==> src/dos_defines.vh <==
// constants for the diagnostic output selector
`ifndef DOS_DEFINES_VH
`define DOS_DEFINES_VH
`define DOS_TYPE_ANALOG 2'h2
`define DOS_TYPE_DIGITAL 2'h1
`define DOS_SEL_RESET 8'h00
`define DOS_TYPE_RESET 2'h0
`define DOS_EN_RESET 1'h0
`define DOS_SYNC_RESET 1'h0
`define DOS_OUT_RESET 1'h0
`define DOS_ACH_RESET 3'h0
`define DOS_GRP_MSB 6
`define DOS_GRP_LSB 4
`define DOS_CH_MSB 3
`define DOS_CH_LSB 0
`define DOS_GRP_MON 3'h0
`define DOS_GRP_CLK 3'h1
`define DOS_GRP_ILIM 3'h2
`define DOS_MON_MASK 16'h9F82
`define DOS_CLK_MASK 16'h00BF
`define DOS_ILIM_MASK 16'h01FE
`define DOS_ACH_FIRST 8'h01
`define DOS_ACH_LAST 8'h06
`define DOS_SYSCLK_KHZ 8000
`define DOS_SYSCLK_TOL_PCT 5
`endif

==> src/dos_observe_mux.v <==
// diagnostic output selector: analog and digital observation mux
//
// Operation
// - output enable cleared leaves the observe pin undriven, any selection.
// - type 10b selects analog; digital buffer stays off, analog driven.
// - type 01b selects digital; analog buffer stays off, digital driven.
// - io supply overvoltage removes supply from both buffers; pin undriven.
// - analog codes 01h to 06h route the six listed internal nodes.
// - analog code zero or 07h to FFh selects nothing, driver off.
// - group 000b routes regulator, buck, boost and io comparators.
// - group 001b routes the clock sources; groups 011b to 111b output 0.
// - system clock on group 001b channel 0001b is nominally 8 MHz.
// - group 010b routes first and second buck limits and protections.
`timescale 1ns/100ps
`include "dos_defines.vh"
module dos_observe_mux (
  input wire CORE_CLK,
  input wire RST,
  input wire [7:0] OBSERVE_SIGNAL_SELECT,
  input wire [1:0] OUTPUT_TYPE_FIELD,
  input wire OUTPUT_DRIVE_ENABLE,
  input wire IO_SUPPLY_OVERVOLTAGE,
  input wire [15:0] MON_SIGNALS,
  input wire [15:0] CLK_SIGNALS,
  input wire [15:0] ILIM_SIGNALS,
  output wire [2:0] ANALOG_CHANNEL,
  output wire ANALOG_DRIVE_EN,
  output wire OBSERVE_PIN_O,
  output wire OBSERVE_PIN_OE
);
  ////////////////////////////////////////////////////////////////////////
  // control registers; host writes are taken as levels each cycle
  wire [7:0] sel_d;
  wire [1:0] type_d;
  wire en_d;
  reg [7:0] sel_q;
  reg [1:0] type_q;
  reg en_q;
  assign sel_d = OBSERVE_SIGNAL_SELECT;
  assign type_d = OUTPUT_TYPE_FIELD;
  assign en_d = OUTPUT_DRIVE_ENABLE;
  // a local copy gives every output the same one-cycle view of a change
  always @(posedge CORE_CLK or posedge RST) begin
    if (RST) begin
      sel_q <= `DOS_SEL_RESET;
      type_q <= `DOS_TYPE_RESET;
      en_q <= `DOS_EN_RESET;
    end else begin
      sel_q <= sel_d;
      type_q <= type_d;
      en_q <= en_d;
    end
  end

  ////////////////////////////////////////////////////////////////////////
  // every observed source lives outside this clock: the comparators are
  // analog and the clock taps run from their own oscillators, so each bit
  // passes two flip-flops before the mux reads it
  wire ov_sync;
  wire [15:0] mon_sync;
  wire [15:0] clk_sync;
  wire [15:0] ilim_sync;
  dos_sync2 #(
    .WIDTH(1)
  ) dos_sync2_ov_inst (
    .clk(CORE_CLK),
    .rst(RST),
    .async_in(IO_SUPPLY_OVERVOLTAGE),
    .sync_out(ov_sync)
  );
  dos_sync2 #(
    .WIDTH(16)
  ) dos_sync2_mon_inst (
    .clk(CORE_CLK),
    .rst(RST),
    .async_in(MON_SIGNALS),
    .sync_out(mon_sync)
  );
  dos_sync2 #(
    .WIDTH(16)
  ) dos_sync2_clk_inst (
    .clk(CORE_CLK),
    .rst(RST),
    .async_in(CLK_SIGNALS),
    .sync_out(clk_sync)
  );
  dos_sync2 #(
    .WIDTH(16)
  ) dos_sync2_ilim_inst (
    .clk(CORE_CLK),
    .rst(RST),
    .async_in(ILIM_SIGNALS),
    .sync_out(ilim_sync)
  );

  ////////////////////////////////////////////////////////////////////////
  // channel tables; unlisted channel bits are masked to 0 so reserved
  // entries cannot leak whatever the source bus carries
  wire [2:0] grp;
  wire [3:0] ch;
  wire mon_bit;
  wire clk_bit;
  wire ilim_bit;
  assign grp = sel_q[`DOS_GRP_MSB:`DOS_GRP_LSB];
  assign ch = sel_q[`DOS_CH_MSB:`DOS_CH_LSB];
  dos_group_pick #(
    .MASK(`DOS_MON_MASK)
  ) dos_group_pick_mon_inst (
    .sources(mon_sync),
    .channel(ch),
    .picked(mon_bit)
  );
  dos_group_pick #(
    .MASK(`DOS_CLK_MASK)
  ) dos_group_pick_clk_inst (
    .sources(clk_sync),
    .channel(ch),
    .picked(clk_bit)
  );
  dos_group_pick #(
    .MASK(`DOS_ILIM_MASK)
  ) dos_group_pick_ilim_inst (
    .sources(ilim_sync),
    .channel(ch),
    .picked(ilim_bit)
  );

  // bit 7 is ignored in digital mode; groups 011b and up are all reserved
  reg dig_d;
  always @* begin
    dig_d = 1'h0;
    if (grp == `DOS_GRP_MON) begin
      dig_d = mon_bit;
    end else if (grp == `DOS_GRP_CLK) begin
      dig_d = clk_bit;
    end else if (grp == `DOS_GRP_ILIM) begin
      dig_d = ilim_bit;
    end
  end

  ////////////////////////////////////////////////////////////////////////
  // drive qualification
  wire a_valid;
  wire live;
  wire a_mode;
  wire d_mode;
  assign a_valid = (sel_q >= `DOS_ACH_FIRST) &&
    (sel_q <= `DOS_ACH_LAST);
  // the overvoltage trip removes supply from both buffers, so it gates
  // analog and digital drive alike; types 00b and 11b drive nothing
  assign live = en_q & ~ov_sync;
  assign a_mode = (type_q == `DOS_TYPE_ANALOG);
  assign d_mode = (type_q == `DOS_TYPE_DIGITAL);

  // next values of the registered outputs; the two buffers are never
  // enabled together because the two type codes exclude each other
  wire dig_out_d;
  wire doe_d;
  wire aen_d;
  wire [2:0] ach_d;
  assign dig_out_d = dig_d & live & d_mode;
  assign doe_d = live & d_mode;
  assign aen_d = live & a_mode & a_valid;
  assign ach_d = aen_d ? sel_q[2:0] : 3'h0;

  ////////////////////////////////////////////////////////////////////////
  // outputs registered; one cycle latency bounds any selection glitch
  reg dig_q;
  reg doe_q;
  reg aen_q;
  reg [2:0] ach_q;
  always @(posedge CORE_CLK or posedge RST) begin
    if (RST) begin
      dig_q <= `DOS_OUT_RESET;
      doe_q <= `DOS_OUT_RESET;
      aen_q <= `DOS_OUT_RESET;
      ach_q <= `DOS_ACH_RESET;
    end else begin
      dig_q <= dig_out_d;
      doe_q <= doe_d;
      aen_q <= aen_d;
      ach_q <= ach_d;
    end
  end
  assign OBSERVE_PIN_O = dig_q;
  assign OBSERVE_PIN_OE = doe_q;
  assign ANALOG_DRIVE_EN = aen_q;
  assign ANALOG_CHANNEL = ach_q;
endmodule // dos_observe_mux

////////////////////////////////////////////////////////////////////////////
// two-stage synchroniser for levels from another clock or a comparator;
// a bus is safe here only because each bit is observed on its own
module dos_sync2 #(
  parameter WIDTH = 1
) (
  input wire clk,
  input wire rst,
  input wire [WIDTH-1:0] async_in,
  output wire [WIDTH-1:0] sync_out
);
  reg [WIDTH-1:0] meta_q;
  reg [WIDTH-1:0] sync_q;
  always @(posedge clk or posedge rst) begin
    if (rst) begin
      meta_q <= {WIDTH{`DOS_SYNC_RESET}};
      sync_q <= {WIDTH{`DOS_SYNC_RESET}};
    end else begin
      meta_q <= async_in;
      sync_q <= meta_q;
    end
  end
  // only the second stage leaves this module
  assign sync_out = sync_q;
endmodule // dos_sync2

////////////////////////////////////////////////////////////////////////////
// one channel group: picks a source bit and forces reserved entries low
module dos_group_pick #(
  parameter [15:0] MASK = 16'hFFFF
) (
  input wire [15:0] sources,
  input wire [3:0] channel,
  output wire picked
);
  wire [15:0] mask_w;
  // a floating or stray source on a reserved channel still reads as 0
  assign mask_w = MASK;
  assign picked = sources[channel] & mask_w[channel];
endmodule // dos_group_pick

==> config.mk <==
export PLATFORM = sky130hd
export DESIGN_NAME = dos_observe_mux
export DESIGN_NICKNAME = d
export VERILOG_FILES = /design/src/dos_observe_mux.v
export VERILOG_INCLUDE_DIRS = /design/src /design/src/src
export SDC_FILE = /design/constraint.sdc
export NUM_CORES = 1
export LEC_CHECK = 0
export ABC_AREA = 0
export BUFFER_PORTS_ARGS = -buffer_cell sky130_fd_sc_hd__buf_2
export CAP_MARGIN = 30
export CELL_PAD_IN_SITES_DETAIL_PLACEMENT = 0
export CELL_PAD_IN_SITES_GLOBAL_PLACEMENT = 1
export CORE_UTILIZATION = 46
export DETAILED_ROUTE_END_ITERATION = 6
export HOLD_SLACK_MARGIN = 0.1
export PLACE_DENSITY_LB_ADDON = 0.1
export SETUP_SLACK_MARGIN = 0.3
export SLEW_MARGIN = 15
export SYNTH_ARGS = -nofsm -noshare
export SYNTH_HDL_FRONTEND = slang
export SYNTH_SLANG_ARGS = --single-unit
==> constraint.sdc <==
create_clock -name CORE_CLK -period 5.5 [get_ports CORE_CLK]
set_input_delay 1.375 -clock CORE_CLK [delete_from_list [all_inputs] [get_ports CORE_CLK]]
set_output_delay 1.375 -clock CORE_CLK [all_outputs]
set_load 0.02 [all_outputs]
==> results.md <==
• **drt drc** 0
• **clock latency reported for the late side of the worst-skew pair** 0.35 ns
• **number of standard-cell rows in the floorplan** 28
• **critical path fanouts, max** 1
• **number of warning messages in the yosys log** 0
• **RD Place Congestion** 0.727
• **synthesized-area fraction occupied by ao, oa, aoi and oai cells** 2.10%
• **Global Route Usage Sum** 15.6%
• **category of the worst setup path launch point** flop
• **die area** 0.00640 mm²
• **Switch Pwr** 264 µW
• **Die Width** 80.0 µm
• **count of cells along the worst register-to-register path** 4
• **share of final-layout standard cells stronger than drive strength 1** 36.7%
• **Final Slew Violations** 0
• **highest metal layer with signal wires** met4
• **final instance area** 0.00340 mm²
• **data arrival time at the worst-slack endpoint** 0.88 ns
• **data required time of the critical path** 4.12 ns
• **category of the worst setup path capture point** primary output
• **clock skew** 0.00650 ns
• **mean post-synth cell area** 20.3 µm²
• **final antenna-violating net count** 0
• **overall die height** 80.0 µm
• **switching part of the total power** 20.4%
• **WL met1** 1.74 mm
• **mux cell area share after synthesis** 8.31%
• **drt first-iter violations** 49
• **number of cells produced by synthesis** 138
• **count of input and output buffers** 55
• **outcome** finished clean
• **RSZ-0062 raised after global routing** no
• **Post-CTS Hold Fix Bufs** 0
• **largest incremental delay on the critical path** 0.38 ns
• **cell depth of the worst setup path** 1
• **biggest area contributors in the synthesized netlist** sky130_fd_sc_hd__dfrtp_1 81%, sky130_fd_sc_hd__mux4_1 7.5%, sky130_fd_sc_hd__ha_1 2.2%
• **Synth cell types** 25
• **CTS tree** yes
• **number of vias after detailed routing** 1326
• **1st-pass router iterations** 4
• **area of placed instances** 0.00316 mm²
• **WHS Path Cells** 0
• **total met2 wirelength after detailed routing** 2.06 mm
• **Synth top area share** 81.3%
• **worst vdd rail ir drop** 0.000231 V
• **via density per instance** 4.70
• **critical path cell sequence** buf_2
• **share of synthesized cell area in full adder, half adder and majority cells** 2.23%
• **largest family of logic cells by synthesized area** multiplexers
• **DRT Wirelength** 4.09 mm
• **actual transition at the worst max-transition pin** 0.718 ns
• **internal power of the cells** 1030 µW
• **met3 wirelength from detailed routing** 183 µm
• **max-cap violation count** 0
• **number of buffers added by the clock tree synthesis step** 9
• **critical path class** reg2out
• **flip-flop and latch count after synthesis** 91
• **setup tns final** 0 ns
• **number of hold violations in the final report** 0
• **vias in the first global route** 1428
• **Buf+Inv Stages, Crit Path** 1
• **Max Root-Sink Buffers** 2
• **worst-path cell with the longest stage delay** sky130_fd_sc_hd__dfrtp_1
• **number of primary I/O pins** 68
• **Clock Sink Count** 91
• **Layout Area Growth over Synthesis** 21.5%
• **Clock H-tree levels** 3
• **clock-pin slew reported for the worst setup and hold paths after clock tree synthesis** 0.08 ns
• **clock tree root driver cell** sky130_fd_sc_hd__clkbuf_8
• **residual overflow from global routing** 0
• **final critical path time including I/O delays and setup** 2.26 ns
• **HPWL reported at the end of detailed placement** 2.75 mm
• **Filler cells** 457
• **Syn Nets** 205
• **Power Density** 381 mW/mm²
• **xor and xnor area share after synthesis** 0%
• **sequential fraction of the synthesis area** 81.3%
• **nets** 269
• **proportion of power drawn by the clock network** 41.0%
• **first-pass GRT wire length** 6.85 mm
• **fraction of the mapped netlist area in simple logic gates** 4.87%
• **area of the core** 0.00589 mm²
• **max frequency** 443 MHz
• **post-synthesis instance area** 0.00280 mm²
• **Wirelength per Cell** 14.5 µm
• **register share of total power** 55.1%
• **classification of the worst-slack hold path** reg2reg
• **share of the clock period used by the worst path** 41.1%
• **post-cts resize count** 0
• **antenna diode instance count** 0
• **starting density of the core** 47.6%
• **post-CTS setup buffer count** 0
• **Static Leakage** 0.00162 µW
• **Max-Slew Margin vs Limit** 52.1%
• **pin count of the biggest net entering global routing** 51
• **cell type group with the largest total delay on the critical path** flip-flops
• **cell accounting for the most synthesized area** sky130_fd_sc_hd__dfrtp_1
• **combinational group share of total power** 3.9%
• **number of antenna violations at the first check in global routing** 0
• **final setup fails** 0
==> metal layers <==
layer | up-vias | track usage [%]
met5 | - | 0
met4 | 0 | 10.7
met3 | 9 | 4.46
met2 | 37 | 23.9
met1 | 672 | 19.0
li1 | 608 | -
==> power groups by stage <==
stage	Combinational [µW]	Sequential (µW)	Clock [µW]
3_3_place_gp	49.7	727	0
4_1_cts	53.0	716	547
5_1_grt	57.7	719	583
2_1_floorplan	31.4	720	0
3_5_place_dp	52.5	729	0
6_report	50.6	715	531
==> flip-flops by register name (all words and copies together), names as in the netlist <==
signal and flops:
OBSERVE_PIN_O 1, dos_sync2_ov_inst.sync_out 1, en_q 1, dos_sync2_ov_inst.meta_q 1
ANALOG_CHANNEL 3, dos_sync2_mon_inst.meta_q 16, dos_sync2_ilim_inst.sync_out 12, dos_sync2_clk_inst.sync_out 8
type_q 2, OBSERVE_PIN_OE 1, dos_sync2_mon_inst.sync_out 16, dos_sync2_ilim_inst.meta_q 12
dos_sync2_clk_inst.meta_q 8, ANALOG_DRIVE_EN 1, sel_q 8
==> placed cells by master (no fill, tap or decap), types with 2 or more instances in the layout <==
master and instances:
sky130_fd_sc_hd__a21oi_1 2, sky130_fd_sc_hd__and2_1 3, sky130_fd_sc_hd__buf_2 55, sky130_fd_sc_hd__bufinv_16 3, sky130_fd_sc_hd__clkbuf_8 9, sky130_fd_sc_hd__clkinvlp_4 2, sky130_fd_sc_hd__dfrtp_1 91, sky130_fd_sc_hd__ha_1 5
sky130_fd_sc_hd__inv_1 2, sky130_fd_sc_hd__inv_6 2, sky130_fd_sc_hd__mux4_1 8, sky130_fd_sc_hd__nand2b_1 2, sky130_fd_sc_hd__nand3b_1 3, sky130_fd_sc_hd__nand4b_1 2, sky130_fd_sc_hd__nor2_1 2, sky130_fd_sc_hd__nor2b_1 2
==> worst paths after layout <==
path	startpoint	endpoint	slack, ns
min	dos_sync2_ilim_inst.meta_q[7]	dos_sync2_ilim_inst.sync_out[7]	0.35
max reg2reg	sel_q[0]	OBSERVE_PIN_O	3.37
max in group asynchronous	RST	dos_sync2_clk_inst.sync_out[5]	3.39
min reg2reg	dos_sync2_ilim_inst.meta_q[7]	dos_sync2_ilim_inst.sync_out[7]	0.35
max	OBSERVE_PIN_O	OBSERVE_PIN_O	3.24
min in group asynchronous	RST	dos_sync2_ilim_inst.sync_out[4]	1.09
==> layout make-up <==
class / instances / area, µm² / area share, %
flip-flops and latches: 91 / 2280 / 66.9
multi-input cells: 41 / 490 / 14.4
repair buffers: 56 / 283 / 8.31
clock buffers: 9 / 124 / 3.64
clock inverters: 7 / 123 / 3.60
well taps: 75 / 93.8 / 2.76
inverters: 3 / 12.5 / 0.368
==> Yosys cell counts <==
cell type,instances
sky130_fd_sc_hd__dfrtp_1,91
sky130_fd_sc_hd__mux4_1,8
sky130_fd_sc_hd__ha_1,5
sky130_fd_sc_hd__and2_1,3
sky130_fd_sc_hd__inv_1,3
sky130_fd_sc_hd__nand3b_1,3
sky130_fd_sc_hd__a21oi_1,2
sky130_fd_sc_hd__buf_2,2
sky130_fd_sc_hd__nand2b_1,2
sky130_fd_sc_hd__nand4b_1,2
sky130_fd_sc_hd__nor2_1,2
sky130_fd_sc_hd__nor2b_1,2
sky130_fd_sc_hd__a22oi_1,1
sky130_fd_sc_hd__a311oi_2,1
sky130_fd_sc_hd__a32oi_1,1
sky130_fd_sc_hd__and2_2,1
sky130_fd_sc_hd__and3_1,1
sky130_fd_sc_hd__buf_6,1
sky130_fd_sc_hd__mux4_2,1
sky130_fd_sc_hd__nor3_1,1
sky130_fd_sc_hd__nor3b_1,1
sky130_fd_sc_hd__nor4b_1,1
sky130_fd_sc_hd__nor4bb_1,1
sky130_fd_sc_hd__o2111ai_1,1
sky130_fd_sc_hd__o311ai_1,1
==> cell families after synthesis <==
family | count (synthesis)
flops | 91
simple gates | 20
mux | 9
compound gates | 7
buf+inv | 6
fa+ha+maj | 5
==> metrics by stage <==
step,hold slack (ns),total power [µW],std cells,util (%),setup slack (ns)
after floorplan,0.331,752,138,-,1.76
after global placement,0.333,776,266,53.6,3.02
after detailed placement,0.335,781,266,53.6,2.91
after CTS,0.354,1320,282,57.8,3.22
after global routing,0.359,1360,282,57.8,3.14
final,0.353,1300,282,57.8,3.24
No activity file was read; power rests on OpenSTA's default activity.
